**config.mk**
```make
export PLATFORM = sky130hd
export DESIGN_NAME = rtc_time_value_regs
export DESIGN_NICKNAME = d
export VERILOG_FILES = /design/src/pkg/rtc_value_pkg.sv /design/src/hw/bcd_digit.sv /design/src/hw/rtc_time_value_regs.sv
export SDC_FILE = /design/constraint.sdc
export NUM_CORES = 1
export LEC_CHECK = 0
export BUFFER_PORTS_ARGS = -buffer_cell sky130_fd_sc_hd__buf_2
export CAP_MARGIN = 40
export CORE_UTILIZATION = 30
export CTS_CLUSTER_SIZE = 30
export DETAILED_ROUTE_END_ITERATION = 8
export GPL_TIMING_DRIVEN = 0
export PLACE_DENSITY = 0.5
export SLEW_MARGIN = 5
export SYNTH_ARGS = -nofsm -noshare
export SYNTH_HDL_FRONTEND = slang
export SYNTH_SLANG_ARGS = --single-unit
export TNS_END_PERCENT = 10
```
**constraint.sdc**
```tcl
create_clock -name clk -period 2.3 [get_ports clk]
set_clock_uncertainty 0.15 [all_clocks]
set_input_delay 0.46 -clock clk [delete_from_list [all_inputs] [get_ports clk]]
set_output_delay 0.46 -clock clk [all_outputs]
set_load 0.02 [all_outputs]
```
**src/pkg/rtc_value_pkg.sv**
```systemverilog
// shared constants for the time value register block
package rtc_value_pkg;

    // register bus shape
    localparam int ADDR_W = 4;
    localparam int DATA_W = 16;

    // register offsets
    localparam logic [3:0] CTRL_OFS   = 4'h0;
    localparam logic [3:0] WINDOW_OFS = 4'h1;

    // control register fields and reset values, plus the read data reset value
    localparam int          PTR_LSB    = 0;
    localparam int          UNLOCK_BIT = 8;
    localparam logic [1:0]  PTR_RST    = 2'h0;
    localparam logic        UNLOCK_RST = 1'b0;
    localparam logic [15:0] RD_RST     = 16'h0000;

    // value pointer codes
    localparam logic [1:0] PTR_MIN_SEC  = 2'h0;
    localparam logic [1:0] PTR_WEEKDAY_DIGIT_HR  = 2'h1;

    // implemented bits of each value register
    localparam logic [15:0] WKHR_MASK = 16'h073F;
    localparam logic [15:0] MS_MASK   = 16'h7F7F;

    // digit table: sec1, sec10, min1, min10, hr1, hr10, weekday
    localparam int NUM_DIG = 7;
    localparam int DIG_LSB [NUM_DIG] = '{0, 4, 8, 12, 0, 4, 8};
    localparam logic [3:0] DIG_FMASK [NUM_DIG] =
        '{4'hF, 4'h7, 4'hF, 4'h7, 4'hF, 4'h3, 4'h7};
    localparam logic [3:0] DIG_MAX [NUM_DIG] =
        '{4'h9, 4'h5, 4'h9, 4'h5, 4'h9, 4'h2, 4'h6};
    localparam logic DIG_IN_WH [NUM_DIG] =
        '{1'b0, 1'b0, 1'b0, 1'b0, 1'b1, 1'b1, 1'b1};

    // digit indices
    localparam int SEC1_IDX = 0;
    localparam int SEC10_IDX = 1;
    localparam int MIN1_IDX = 2;
    localparam int MIN10_IDX = 3;
    localparam int HR1_IDX  = 4;
    localparam int HR10_IDX = 5;
    localparam int WEEKDAY_DIGIT_IDX = 6;

    // last hour ones value of the day (hour 23)
    localparam logic [3:0] HR1_DAYEND = 4'h3;

endpackage : rtc_value_pkg

```
**src/hw/bcd_digit.sv**
```systemverilog
// one bcd time digit with load and wrapping increment
`timescale 1ns/10ps
module bcd_digit
(
    input  wire logic       clk,
    input  wire logic       ld,
    input  wire logic [3:0] ld_val,
    input  wire logic       inc,
    input  wire logic [3:0] lim,
    output logic      [3:0] val_ff,
    output logic            at_lim
);

    // digit sits on its last value, next increment wraps
    assign at_lim = (val_ff == lim);

    // no reset: contents unknown until software loads them
    always_ff @(posedge clk)
    begin
        if (ld)
        begin
            val_ff <= ld_val; // write beats count
        end
        else if (inc)
        begin
            val_ff <= at_lim ? 4'h0 : 4'(val_ff + 4'h1);
        end
    end

endmodule : bcd_digit

```
**src/hw/rtc_time_value_regs.sv**
```systemverilog
// time value registers of the real-time clock, behind a pointer window
//
// The register addresses and strobed register access were decided locally.
`timescale 1ns/10ps
module rtc_time_value_regs
    import rtc_value_pkg::*;
(
    input  wire logic                          clk,
    input  wire logic                          rst_b,
    input  wire logic [rtc_value_pkg::ADDR_W-1:0] addr,
    input  wire logic [rtc_value_pkg::DATA_W-1:0] wr_data,
    input  wire logic                          wr_stb,
    input  wire logic                          rd_stb,
    input  wire logic                          second_tick,
    output logic      [rtc_value_pkg::DATA_W-1:0] rd_data_ff
);

    import rtc_value_pkg::*;

    // control state
    logic [1:0]        value_pointer_ff;
    logic              write_unlock_ff;

    // access decode
    logic              sel_ctrl;
    logic              sel_window;
    logic              ld_wh;
    logic              ld_ms;
    logic              ld_any;

    // digit storage and counting chain
    logic [3:0]        dig    [NUM_DIG];
    logic              at_lim [NUM_DIG];
    logic [NUM_DIG-1:0] inc;

    // views of the two value registers and the control register, and the read mux output
    logic [DATA_W-1:0] wkhr_view;
    logic [DATA_W-1:0] ms_view;
    logic [DATA_W-1:0] ctrl_view;
    logic [DATA_W-1:0] nxt_rd_data;

    // address decode
    assign sel_ctrl   = (addr == CTRL_OFS);
    assign sel_window = (addr == WINDOW_OFS);

    // window writes steered by pointer and gated by unlock
    assign ld_wh = wr_stb && sel_window && write_unlock_ff
                   && (value_pointer_ff == PTR_WEEKDAY_DIGIT_HR);
    assign ld_ms = wr_stb && sel_window && write_unlock_ff
                   && (value_pointer_ff == PTR_MIN_SEC);
    assign ld_any = ld_wh || ld_ms;

    // pointer and unlock live in the control register
    always_ff @(posedge clk)
    begin
        if (!rst_b)
        begin
            value_pointer_ff <= PTR_RST;
            write_unlock_ff  <= UNLOCK_RST;
        end
        else if (wr_stb && sel_ctrl)
        begin
            value_pointer_ff <= wr_data[PTR_LSB +: 2];
            write_unlock_ff  <= wr_data[UNLOCK_BIT];
        end
    end

    // seconds tick enters the bottom of the carry chain
    assign inc[0] = second_tick;

    // one counter per digit, carries ripple upward
    generate
        for (genvar g = 0; g < NUM_DIG; g++)
        begin : g_dig
            logic [3:0] lim;
            logic       ld;
            logic [3:0] ld_val;

            // hour ones wraps at 3 once hour tens reaches 2
            if (g == HR1_IDX)
            begin : g_hr1
                assign lim = (dig[HR10_IDX] == DIG_MAX[HR10_IDX])
                             ? HR1_DAYEND : DIG_MAX[g];
            end
            else
            begin : g_std
                assign lim = DIG_MAX[g];
            end

            // field extracted from the written word
            assign ld     = DIG_IN_WH[g] ? ld_wh : ld_ms;
            assign ld_val = 4'(wr_data >> DIG_LSB[g]) & DIG_FMASK[g];

            bcd_digit u_digit
            (
                .clk    (clk),
                .ld     (ld),
                .ld_val (ld_val),
                .inc    (inc[g]),
                .lim    (lim),
                .val_ff (dig[g]),
                .at_lim (at_lim[g])
            );

            // carry to the next digit up
            if (g < NUM_DIG - 1)
            begin : g_carry
                assign inc[g+1] = inc[g] & at_lim[g];
            end
        end
    endgenerate

    // weekday/hours layout, unused bits zero
    assign wkhr_view = {5'h00,
                        dig[WEEKDAY_DIGIT_IDX][2:0],
                        2'h0,
                        dig[HR10_IDX][1:0],
                        dig[HR1_IDX]};

    // minutes/seconds layout, unused bits zero
    assign ms_view = {1'b0,
                      dig[MIN10_IDX][2:0],
                      dig[MIN1_IDX],
                      1'b0,
                      dig[SEC10_IDX][2:0],
                      dig[SEC1_IDX]};

    // control register readback
    always_comb
    begin
        ctrl_view = '0;
        ctrl_view[PTR_LSB +: 2]  = value_pointer_ff;
        ctrl_view[UNLOCK_BIT]    = write_unlock_ff;
    end

    // read mux, data valid only in the cycle after the strobe
    always_comb
    begin
        nxt_rd_data = RD_RST;
        if (rd_stb)
        begin
            if (sel_ctrl)
            begin
                nxt_rd_data = ctrl_view;
            end
            else if (sel_window)
            begin
                unique case (value_pointer_ff)
                    PTR_WEEKDAY_DIGIT_HR: nxt_rd_data = wkhr_view;
                    PTR_MIN_SEC: nxt_rd_data = ms_view;
                    default:     nxt_rd_data = RD_RST;
                endcase
            end
        end
    end

    // registered read data
    always_ff @(posedge clk)
    begin
        if (!rst_b)
        begin
            rd_data_ff <= RD_RST;
        end
        else
        begin
            rd_data_ff <= nxt_rd_data;
        end
    end

    // write then read of weekday/hours returns the masked value
    AST_WKHR_WR_RD: assert property (
        @(posedge clk) disable iff (!rst_b)
        (wr_stb && sel_window && write_unlock_ff
         && value_pointer_ff == PTR_WEEKDAY_DIGIT_HR)
        ##1 (rd_stb && sel_window && !wr_stb
             && value_pointer_ff == PTR_WEEKDAY_DIGIT_HR && !second_tick)
        |=> rd_data_ff == ($past(wr_data, 2) & WKHR_MASK))
        else $error("weekday/hours readback differs from write");

    // write then read of minutes/seconds returns the masked value
    AST_MS_WR_RD: assert property (
        @(posedge clk) disable iff (!rst_b)
        (wr_stb && sel_window && write_unlock_ff
         && value_pointer_ff == PTR_MIN_SEC)
        ##1 (rd_stb && sel_window && !wr_stb
             && value_pointer_ff == PTR_MIN_SEC && !second_tick)
        |=> rd_data_ff == ($past(wr_data, 2) & MS_MASK))
        else $error("minutes/seconds readback differs from write");

    // locked writes change no digit
    AST_LOCKED_WR: assert property (
        @(posedge clk) disable iff (!rst_b)
        (wr_stb && sel_window && !write_unlock_ff && !second_tick)
        |=> $stable(wkhr_view) && $stable(ms_view))
        else $error("time value changed by a locked write");

    // locked write gives no read data either
    AST_LOCKED_QUIET: assert property (
        @(posedge clk) disable iff (!rst_b)
        (wr_stb && !write_unlock_ff) |=> rd_data_ff == RD_RST)
        else $error("locked write produced read data");

    // unused weekday/hours bits read as zero
    AST_WKHR_ZERO: assert property (
        @(posedge clk) disable iff (!rst_b)
        (rd_stb && sel_window && value_pointer_ff == PTR_WEEKDAY_DIGIT_HR)
        |=> (rd_data_ff & ~WKHR_MASK) == 16'h0000)
        else $error("unused weekday/hours bit read as one");

    // unused minutes/seconds bits read as zero
    AST_MS_ZERO: assert property (
        @(posedge clk) disable iff (!rst_b)
        (rd_stb && sel_window && value_pointer_ff == PTR_MIN_SEC)
        |=> (rd_data_ff & ~MS_MASK) == 16'h0000)
        else $error("unused minutes/seconds bit read as one");

    // second ones wraps from 9 to 0 and bumps second tens
    AST_SEC1_WRAP: assert property (
        @(posedge clk) disable iff (!rst_b)
        (second_tick && !ld_any && dig[SEC1_IDX] == 4'h9
         && dig[SEC10_IDX] == 4'h2)
        |=> dig[SEC1_IDX] == 4'h0 && dig[SEC10_IDX] == 4'h3)
        else $error("second ones digit failed to wrap");

    // second tens wraps past 5 and advances minutes
    AST_SEC10_WRAP: assert property (
        @(posedge clk) disable iff (!rst_b)
        (second_tick && !ld_any && ms_view == 16'h1259)
        |=> ms_view == 16'h1300)
        else $error("second tens digit failed to wrap");

    // 59:59 rolls to 00:00 and advances the hour
    AST_MIN_WRAP: assert property (
        @(posedge clk) disable iff (!rst_b)
        (second_tick && !ld_any && ms_view == 16'h5959
         && wkhr_view == 16'h0209)
        |=> ms_view == 16'h0000 && wkhr_view == 16'h0210)
        else $error("minute rollover wrong");

    // end of day: 23 rolls to 00 and weekday advances
    AST_DAY_WRAP: assert property (
        @(posedge clk) disable iff (!rst_b)
        (second_tick && !ld_any && ms_view == 16'h5959
         && wkhr_view == 16'h0323)
        |=> wkhr_view == 16'h0400)
        else $error("hour rollover wrong");

    // last weekday wraps back to zero
    AST_WEEKDAY_DIGIT_WRAP: assert property (
        @(posedge clk) disable iff (!rst_b)
        (second_tick && !ld_any && ms_view == 16'h5959
         && wkhr_view == 16'h0623)
        |=> wkhr_view == 16'h0000)
        else $error("weekday rollover wrong");

    // hour ones counts through 9 below hour 20
    AST_HR1_NINE: assert property (
        @(posedge clk) disable iff (!rst_b)
        (second_tick && !ld_any && ms_view == 16'h5959
         && wkhr_view == 16'h0119)
        |=> wkhr_view == 16'h0120)
        else $error("hour ones rollover wrong");

    // minute ones wraps from 9 into minute tens
    AST_MIN1_WRAP: assert property (
        @(posedge clk) disable iff (!rst_b)
        (second_tick && !ld_any && ms_view == 16'h1959)
        |=> ms_view == 16'h2000)
        else $error("minute ones rollover wrong");

    // unlocked weekday/hours write lands in the next cycle
    AST_WH_LOAD: assert property (
        @(posedge clk) disable iff (!rst_b)
        ld_wh |=> wkhr_view == ($past(wr_data) & WKHR_MASK))
        else $error("weekday/hours write did not land");

    // unlocked minutes/seconds write lands in the next cycle
    AST_MS_LOAD: assert property (
        @(posedge clk) disable iff (!rst_b)
        ld_ms |=> ms_view == ($past(wr_data) & MS_MASK))
        else $error("minutes/seconds write did not land");

    // control write sets pointer and unlock
    AST_CTRL_WR: assert property (
        @(posedge clk) disable iff (!rst_b)
        (wr_stb && sel_ctrl)
        |=> write_unlock_ff == $past(wr_data[UNLOCK_BIT])
            && value_pointer_ff == $past(wr_data[PTR_LSB +: 2]))
        else $error("control write did not land");

    // control readback shows pointer and unlock, other bits zero
    AST_CTRL_RD: assert property (
        @(posedge clk) disable iff (!rst_b)
        (rd_stb && sel_ctrl)
        |=> rd_data_ff == {7'h00, $past(write_unlock_ff), 6'h00,
                           $past(value_pointer_ff)})
        else $error("control readback wrong");

    // pointer codes 10 and 11 map the window to nothing
    AST_PTR_UNMAPPED: assert property (
        @(posedge clk) disable iff (!rst_b)
        (rd_stb && sel_window && value_pointer_ff[1])
        |=> rd_data_ff == 16'h0000)
        else $error("unmapped pointer returned data");

    // read port stays quiet without a read strobe
    AST_RD_IDLE: assert property (
        @(posedge clk) disable iff (!rst_b)
        !rd_stb |=> rd_data_ff == 16'h0000)
        else $error("read data without a read strobe");

    // write to an unmapped address changes nothing
    AST_UNMAPPED_WR: assert property (
        @(posedge clk) disable iff (!rst_b)
        (wr_stb && !sel_ctrl && !sel_window && !second_tick)
        |=> $stable(wkhr_view) && $stable(ms_view)
            && $stable(value_pointer_ff) && $stable(write_unlock_ff))
        else $error("unmapped write changed state");

    // second ones steps by one below 9
    AST_SEC1_STEP: assert property (
        @(posedge clk) disable iff (!rst_b)
        (second_tick && !ld_any && dig[SEC1_IDX] < 4'h9)
        |=> dig[SEC1_IDX] == 4'($past(dig[SEC1_IDX]) + 4'h1))
        else $error("second ones digit failed to step");

    // out of reset the window is locked and read data is quiet
    AST_RST_STATE: assert property (
        @(posedge clk) disable iff (!rst_b)
        $rose(rst_b) |-> !write_unlock_ff && value_pointer_ff == PTR_RST
                         && rd_data_ff == RD_RST)
        else $error("control state wrong after reset");

endmodule : rtc_time_value_regs

```
==> Implementation_results.wiki, run 1 <==
{| class="wikitable"
! Metric !! Value
|-
| Master cell of the clock root buffer || clkbuf_8
|-
| Share of the clock period used by the worst path || 95.8%
|-
| Top Family by Delay on Critical Path || simple AND/OR/NAND/NOR gates
|-
| Worst Path Required || 2.15 ns
|-
| Cell-by-cell trace of the critical path || nor4b_1, nand4b_1, o21ai_2
|-
| Critical setup path kind || flop to flop
|-
| Number of nets in the layout || 324
|-
| Class of the worst hold path || primary input to flop
|-
| Achievable Freq || 454 MHz
|-
| Number of global-route vias before repair || 2006
|-
| Via count || 2007
|-
| Sequential share of the synthesized area || 48.3%
|-
| # fillers || 768
|-
| Type of element capturing the critical path || flop
|-
| Number of violations reported at the end of detailed-routing iteration 0 || 103
|-
| Cells after Synth || 254
|-
| DPL Wire Length || 4450 um
|-
| CTS Hold Bufs || 0
|-
| Total Die Area || 8160 um^2
|-
| Core area || 7410 um^2
|-
| Number of buffers on the longest clock path || 2
|-
| Final non-filler cell area || 2750 um^2
|-
| Run status || completed
|-
| Final number of setup-violating endpoints || 0
|-
| Leak || 0.00107 uW
|-
| All-layer global routing usage || 15.5%
|-
| H-Tree Depth || 2
|-
| Beginning of the worst register-to-register path || g_dig[3].u_digit.val_ff[1]$_DFFE_PP_
|-
| Power density over cell area || 527 nW/um^2
|-
| Share of final-layout standard cells stronger than drive strength 1 || 18.1%
|-
| Count of port buffers added during placement || 36
|-
| Distinct cell type count after synthesis || 42
|-
| Critical Path Fanout Max || 7
|-
| Clock tree from TritonCTS || built
|-
| Critical path origin || g_dig[3].u_digit.val_ff[1]$_DFFE_PP_
|-
| Clock Sink Count || 45
|-
| Final Max Tran Viols || 0
|-
| Number of synthesized flops with an enable pin || 23
|-
| Final RePlAce weighted congestion || 0.826
|-
| Clock buffer count from CTS || 5
|-
| Vias per cell || 5.04
|-
| Worst relative slew slack || 50.3%
|-
| Global-route wire length before repair || 10000 um
|-
| Number of antenna violations at the first check in global routing || 0
|-
| Number of DRC violations after detailed routing || 0
|-
| IR drop worst, VDD || 0.000319 V
|-
| Row count || 31
|-
| Per-cell routed wire length || 14.8 um
|-
| Clock slew at reported path FFs || 0.09 ns
|-
| DRT antenna net count || 0
|-
| Most common flop cell mapped by yosys || edfxtp_1
|-
| Setup total negative slack || 0 ns
|-
| WP buf/inv || 0
|-
| Clock period minus worst slack || 2.20 ns
|-
| Ant diodes || 0
|-
| Tightest Pin Transition || 0.736 ns
|-
| Max-capacitance violation count || 0
|-
| Final Core Density || 37.1%
|-
| Unrepaired setup endpoints after global routing || no
|-
| Congestion Overflow GR || 0
|-
| Area delta synth->final || 17.4%
|-
| Wire length after detailed routing || 5910 um
|-
| Origin of the worst min-delay path || rst_b
|-
| Nature of the critical path startpoint || flop
|-
| Slowest cell on the critical path || nor4b_1
|-
| Effective utilization at floorplan || 31.6%
|-
| Number of storage elements in the synthesis netlist || 45
|-
| Clock latency of the later-clocked register in the worst-skew pair || 0.29 ns
|-
| Avg Cell Area, Syn || 9.22 um^2
|-
| DIE HEIGHT || 90.4 um
|-
| Arr. time, crit path || 2.05 ns
|-
| Yosys warning count || 0
|-
| Count of pins on the block boundary || 41
|-
| Die Span X || 90.4 um
|-
| Peak per-stage delay on the critical path || 0.70 ns
|-
| Final-report hold violation count || 0
|-
| Placement Cell Area || 2650 um^2
|-
| First-pass DRT Iterations || 4
|-
| Post-synthesis instance area || 2340 um^2
|-
| Async set-reset flop share out of synthesis || 0%
|-
| Pin count of the biggest net entering global routing || 14
|}
layout by cell type, fill, tap and decap left out, drive strengths merged, types with 5 or more instances in the layout:
cell type,netlist,routed
nand2,23,23
edfxtp,23,23
a31oi,5,5
nand2b,7,7
a21oi,24,24
clkbuf,5,11
mux2i,11,11
nor2b,9,9
buf,4,40
o21ai,13,13
dfxtp,22,22
nand4,9,9
nor2,31,31
and2,5,5
o31ai,5,5
inv,13,13
final timing paths:
path                                        endpoint  slack, ns  cells past startpoint
max             g_dig[6].u_digit.val_ff[2]$_DFFE_PP_        0.1                      3
min                 value_pointer_ff[1]$_SDFFE_PN0P_       0.29                      2
max reg2reg     g_dig[6].u_digit.val_ff[2]$_DFFE_PP_        0.1                      3
min reg2reg  g_dig[6].u_digit.val_ff[3]$_SDFFE_PP0P_       0.35                      2
cells in the mapped netlist, drive strengths merged, types with 3 or more instances:
cell / n / area, um^2
and3: 3 / 18.8
dfxtp: 22 / 440
a31oi: 5 / 31.3
nand3: 3 / 15.0
edfxtp: 23 / 691
clkbuf: 5 / 18.8
xnor2: 4 / 35.0
nand2b: 7 / 43.8
nand4: 9 / 56.3
inv: 13 / 48.8
nor2b: 9 / 56.3
o21ai: 13 / 65.1
nor4b: 3 / 41.3
o31ai: 5 / 37.5
nor2: 31 / 116
mux2i: 11 / 110
a21oi: 24 / 120
nor3: 4 / 20.0
buf: 4 / 23.8
and2: 5 / 31.3
nand2: 23 / 86.3
flip-flops by register name, indices dropped and copies added (netlist names):
name and flops:
g_dig.u_digit.val_ff 28, write_unlock_ff 1, rd_data_ff 14, value_pointer_ff 2
area by class of cell:
class	count	area, um^2	area share [%]
inverter	13	48.8	1.78
clock inverter	2	10.0	0.364
tap	99	124	4.51
buffer	9	43.8	1.59
multi-input combinational	188	1140	41.4
sequential	45	1130	41.1
timing repair buffer	36	180	6.55
clock buffer	6	72.6	2.64
metrics by stage:
stage / worst slack (ns) / total power, uW / cells / hold slack (ns)
after global placement: -0.349 / 984 / 390 / 0.323
after CTS: 0.0256 / 1470 / 398 / 0.289
final: 0.0964 / 1450 / 398 / 0.293
after detailed placement: -0.330 / 984 / 390 / 0.338
after global routing: 0.0133 / 1510 / 398 / 0.293
after floorplan: 0.271 / 939 / 255 / 0.308
repair_timing:
action / in CTS / in global routing
setup endpoints to repair: 11 / 38
pin swaps: 1 / 0
cloned: 0 / 0
resized for setup: 2 / 4
endpoints found under the hold margin: 0 / 0
setup buffers: 0 / 0
routing by layer:
metal	routed length (um)	global-route usage [%]
met2	2640	25.0
met5	0	0
met3	281	3.03
met1	2970	21.7
met4	27	2.82
cell families (layout without fill, tap and decap cells):
group	Yosys count	count (layout)	synth area share [%]
flip-flops	45	45	48.3
AND/OR/NAND/NOR	113	113	26.6
multiplexers	11	11	4.70
adder cells (fa/ha/maj)	1	1	0.534
XOR/XNOR	4	4	1.50
AO/OA/AOI/OAI	57	57	14.3
other	1	2	0.160
buffers and inverters	22	66	3.90
power breakdown:
part / internal, uW / switching [uW]
sequential: 852 / 16.1
combinational: 46.2 / 52.4
clock: 211 / 269
No activity file was read; power rests on OpenSTA's default activity.
==> inputs of run 2 (changes only) <==
CORE_UTILIZATION = 53   (was 30)
PLACE_DENSITY = 0.78   (was 0.5)
clock period = 2.75 ns   (was 2.3 ns; I/O delays follow)
==> run 2 against run 1 <==
- critical path type is now primary input to flop
- combinational power shrank 20%
- first-iteration DRC count grew 34%
- sequential share of layout area grew 1.2 points
- global-route usage grew 9.5 points
- non-clock buffer count is the same
- count of clock-buffer cells in the layout grew 2
- highest routed layer unchanged
- setup slack gained 0.21 ns
- register-to-register slack gained 0.31 ns
- total power shrank 17%
==> Implementation_results.wiki, run 2 (same netlist as run 1, synthesis figures left out) <==
{| class="wikitable"
! Metric !! Value
|-
| Number of buffers on the longest clock path || 2 (unchanged)
|-
| Number of gates resized after CTS || 0 (-2)
|-
| Peak per-stage delay on the critical path || 0.61 ns (-0.09 ns)
|-
| Ant diodes || 0 (unchanged)
|-
| All-layer global routing usage || 25.1% (+9.5 points)
|-
| CTS Hold Bufs || 0 (unchanged)
|-
| Row count || 23 (-26%)
|-
| Reg2reg path depth || 3 (unchanged)
|-
| Clock buffer count from CTS || 5 (unchanged)
|-
| Final RePlAce weighted congestion || 0.850 (+2.9%)
|-
| Pin count of the biggest net entering global routing || 13 (-1)
|-
| Most common cell after layout, fill and taps aside || buf_2
|-
| Count of pins on the block boundary || 41 (unchanged)
|-
| Total power || 1210 uW (-17%)
|-
| Cell-by-cell trace of the critical path || buf_2, nor4b_1, nand4b_1, clkbuf_1, nand2_1
|-
| Via count || 1992 (-0.75%)
|-
| Critical path origin || addr[1]
|-
| Leak || 0.00106 uW (-1.3%)
|-
| Critical setup path kind || primary input to flop
|-
| Final-report hold violation count || 0 (unchanged)
|-
| Count of port buffers added during placement || 36 (unchanged)
|-
| Final Max Tran Viols || 0 (unchanged)
|-
| Commonest cells after routing, fill and taps aside || buf_2 (37), nor2_1 (31), a21oi_1 (24)
|-
| Achievable Freq || 409 MHz
|-
| Vias per cell || 5.71 (+13%)
|-
| Wire length after detailed routing || 5190 um (-12%)
|-
| Global-route wire length before repair || 8280 um (-18%)
|-
| Total Die Area || 4690 um^2 (-43%)
|-
| Nature of the critical path startpoint || primary input
|-
| Final Core Density || 64.9% (+28 points)
|-
| Effective utilization at floorplan || 56.9% (+25 points)
|-
| Area delta synth->final || 13.9%
|-
| Per-cell routed wire length || 14.9 um (+0.15%)
|-
| DPL Wire Length || 3800 um (-15%)
|-
| WP buf/inv || 2 (+2)
|-
| Number of setup buffers added after CTS || 0 (unchanged)
|-
| Beginning of the worst register-to-register path || g_dig[2].u_digit.val_ff[1]$_DFFE_PP_
|-
| Terminating pin of the worst hold path || write_unlock_ff$_SDFFE_PN0P_
|-
| Master cell of the clock root buffer || clkbuf_8
|-
| Depth of the worst hold-timing path || 2 (unchanged)
|-
| # fillers || 362 (-53%)
|-
| Class of the worst hold path || primary input to flop
|-
| Core area || 4120 um^2 (-44%)
|-
| Share of final-layout standard cells stronger than drive strength 1 || 16.1% (-2.0 points)
|-
| Number of global-route vias before repair || 1692 (-16%)
|-
| Origin of the worst min-delay path || rst_b
|-
| Max-capacitance violation count || 0 (unchanged)
|-
| Registers with the most flip-flops || g_dig.u_digit.val_ff x28, rd_data_ff x14, value_pointer_ff x2
|-
| Number of DRC violations after detailed routing || 0 (unchanged)
|-
| Type of element capturing the critical path || flop
|-
| Worst relative slew slack || 51.3% (+1.1 points)
|-
| Unrepaired setup endpoints after global routing || no
|-
| Run status || completed
|-
| Power density over cell area || 452 nW/um^2 (-14%)
|-
| Top Family by Delay on Critical Path || simple AND/OR/NAND/NOR gates
|-
| Clock slew at reported path FFs || 0.08 ns (about the same)
|-
| Congestion Overflow GR || 0 (unchanged)
|-
| Tightest Pin Transition || 0.724 ns (-0.0117 ns)
|-
| Number of violations reported at the end of detailed-routing iteration 0 || 138 (+34%)
|-
| Worst flop-to-flop path endpoint || g_dig[4].u_digit.val_ff[2]$_DFFE_PP_
|-
| Final number of setup-violating endpoints || 0 (unchanged)
|-
| Slowest cell on the critical path || nor4b_1
|-
| DRT antenna net count || 0 (unchanged)
|-
| Register containing the most flip-flops in the final layout || g_dig.u_digit.val_ff
|-
| Clock period minus worst slack || 2.44 ns
|-
| Die Span X || 68.5 um (-24%)
|-
| Worst Path Required || 2.60 ns (+0.45 ns)
|-
| Number of antenna violations at the first check in global routing || 0 (unchanged)
|-
| Clock Sink Count || 45 (unchanged)
|-
| Arr. time, crit path || 2.30 ns (+0.25 ns)
|-
| Clock latency of the later-clocked register in the worst-skew pair || 0.30 ns (about the same)
|-
| Setup total negative slack || 0 ns (unchanged)
|-
| IR drop worst, VDD || 0.000221 V (-31%)
|-
| Share of the clock period used by the worst path || 88.9%
|-
| Clock tree from TritonCTS || built
|-
| DIE HEIGHT || 68.5 um (-24%)
|-
| Reg-to-reg slack, setup || 0.41 ns (+0.31 ns)
|-
| First-pass DRT Iterations || 4 (unchanged)
|-
| Number of nets in the layout || 324 (unchanged)
|-
| Critical Path Fanout Max || 10 (+3)
|-
| H-Tree Depth || 2 (unchanged)
|-
| Max FFs per register || 28 (unchanged)
|}
[run 2: changes by cell type in the layout (fill, tap and decap cells not counted)]
cell	change
o21ai_2	-1
nor4b_1	+1
clkbuf_2	-1
clkbuf_1	+3
o21ai_0	+1
o31ai_1	+1
o31ai_2	-1
nor4b_2	-1
clkinv_2	-2
[run 2: per-stage QoR]
stage / std cells / cell area (um^2) / hold WS (ns) / setup slack [ns]
after global routing: 349 / 2670 / 0.371 / 0.178
after detailed placement: 341 / 2590 / 0.341 / 0.0264
after global placement: 341 / 2590 / 0.317 / 0.0331
after CTS: 349 / 2670 / 0.353 / 0.346
after floorplan: 255 / 2350 / 0.308 / 0.631
final: 349 / 2670 / 0.357 / 0.305
[run 2: layout make-up]
| type | count | area (um^2) | share of cell area, % |
|---|---|---|---|
| flip-flops and latches | 45 | 1130 | 42.4 |
| multi-input cells | 188 | 1120 | 42.1 |
| repair buffers | 36 | 180 | 6.75 |
| clock buffers | 8 | 80.1 | 3.00 |
| well taps | 50 | 62.6 | 2.34 |
| inverters | 13 | 48.8 | 1.83 |
| plain buffers | 9 | 42.5 | 1.59 |
[run 2: worst max-delay path by stage]
stage | slack (ns) | depth (start not counted) | endpoint
after global placement | 0.03 | 5 | g_dig[2].u_digit.val_ff[2]$_DFFE_PP_
after global routing | 0.18 | 5 | g_dig[2].u_digit.val_ff[2]$_DFFE_PP_
after CTS | 0.35 | 5 | g_dig[2].u_digit.val_ff[2]$_DFFE_PP_
final | 0.31 | 5 | g_dig[2].u_digit.val_ff[2]$_DFFE_PP_
after detailed placement | 0.03 | 5 | g_dig[2].u_digit.val_ff[2]$_DFFE_PP_
after floorplan | 0.63 | 4 | g_dig[2].u_digit.val_ff[0]$_DFFE_PP_
[run 2: layer usage]
layer  up-vias  track usage [%]  routed length (um)
li1       1006                -                   -
met1       934             33.6                2500
met2        46             40.0                2410
met3         6             5.67                 223
met4         0             7.81                  63
met5         -                0                   0
[run 2: where the power goes]
group,total [uW],leakage (uW),switching (uW),internal [uW]
clock,403,0.0000395,222,181
sequential,725,0.000389,12.9,712
combinational,79.0,0.000628,40.6,38.3
total,1210,0.00106,275,932
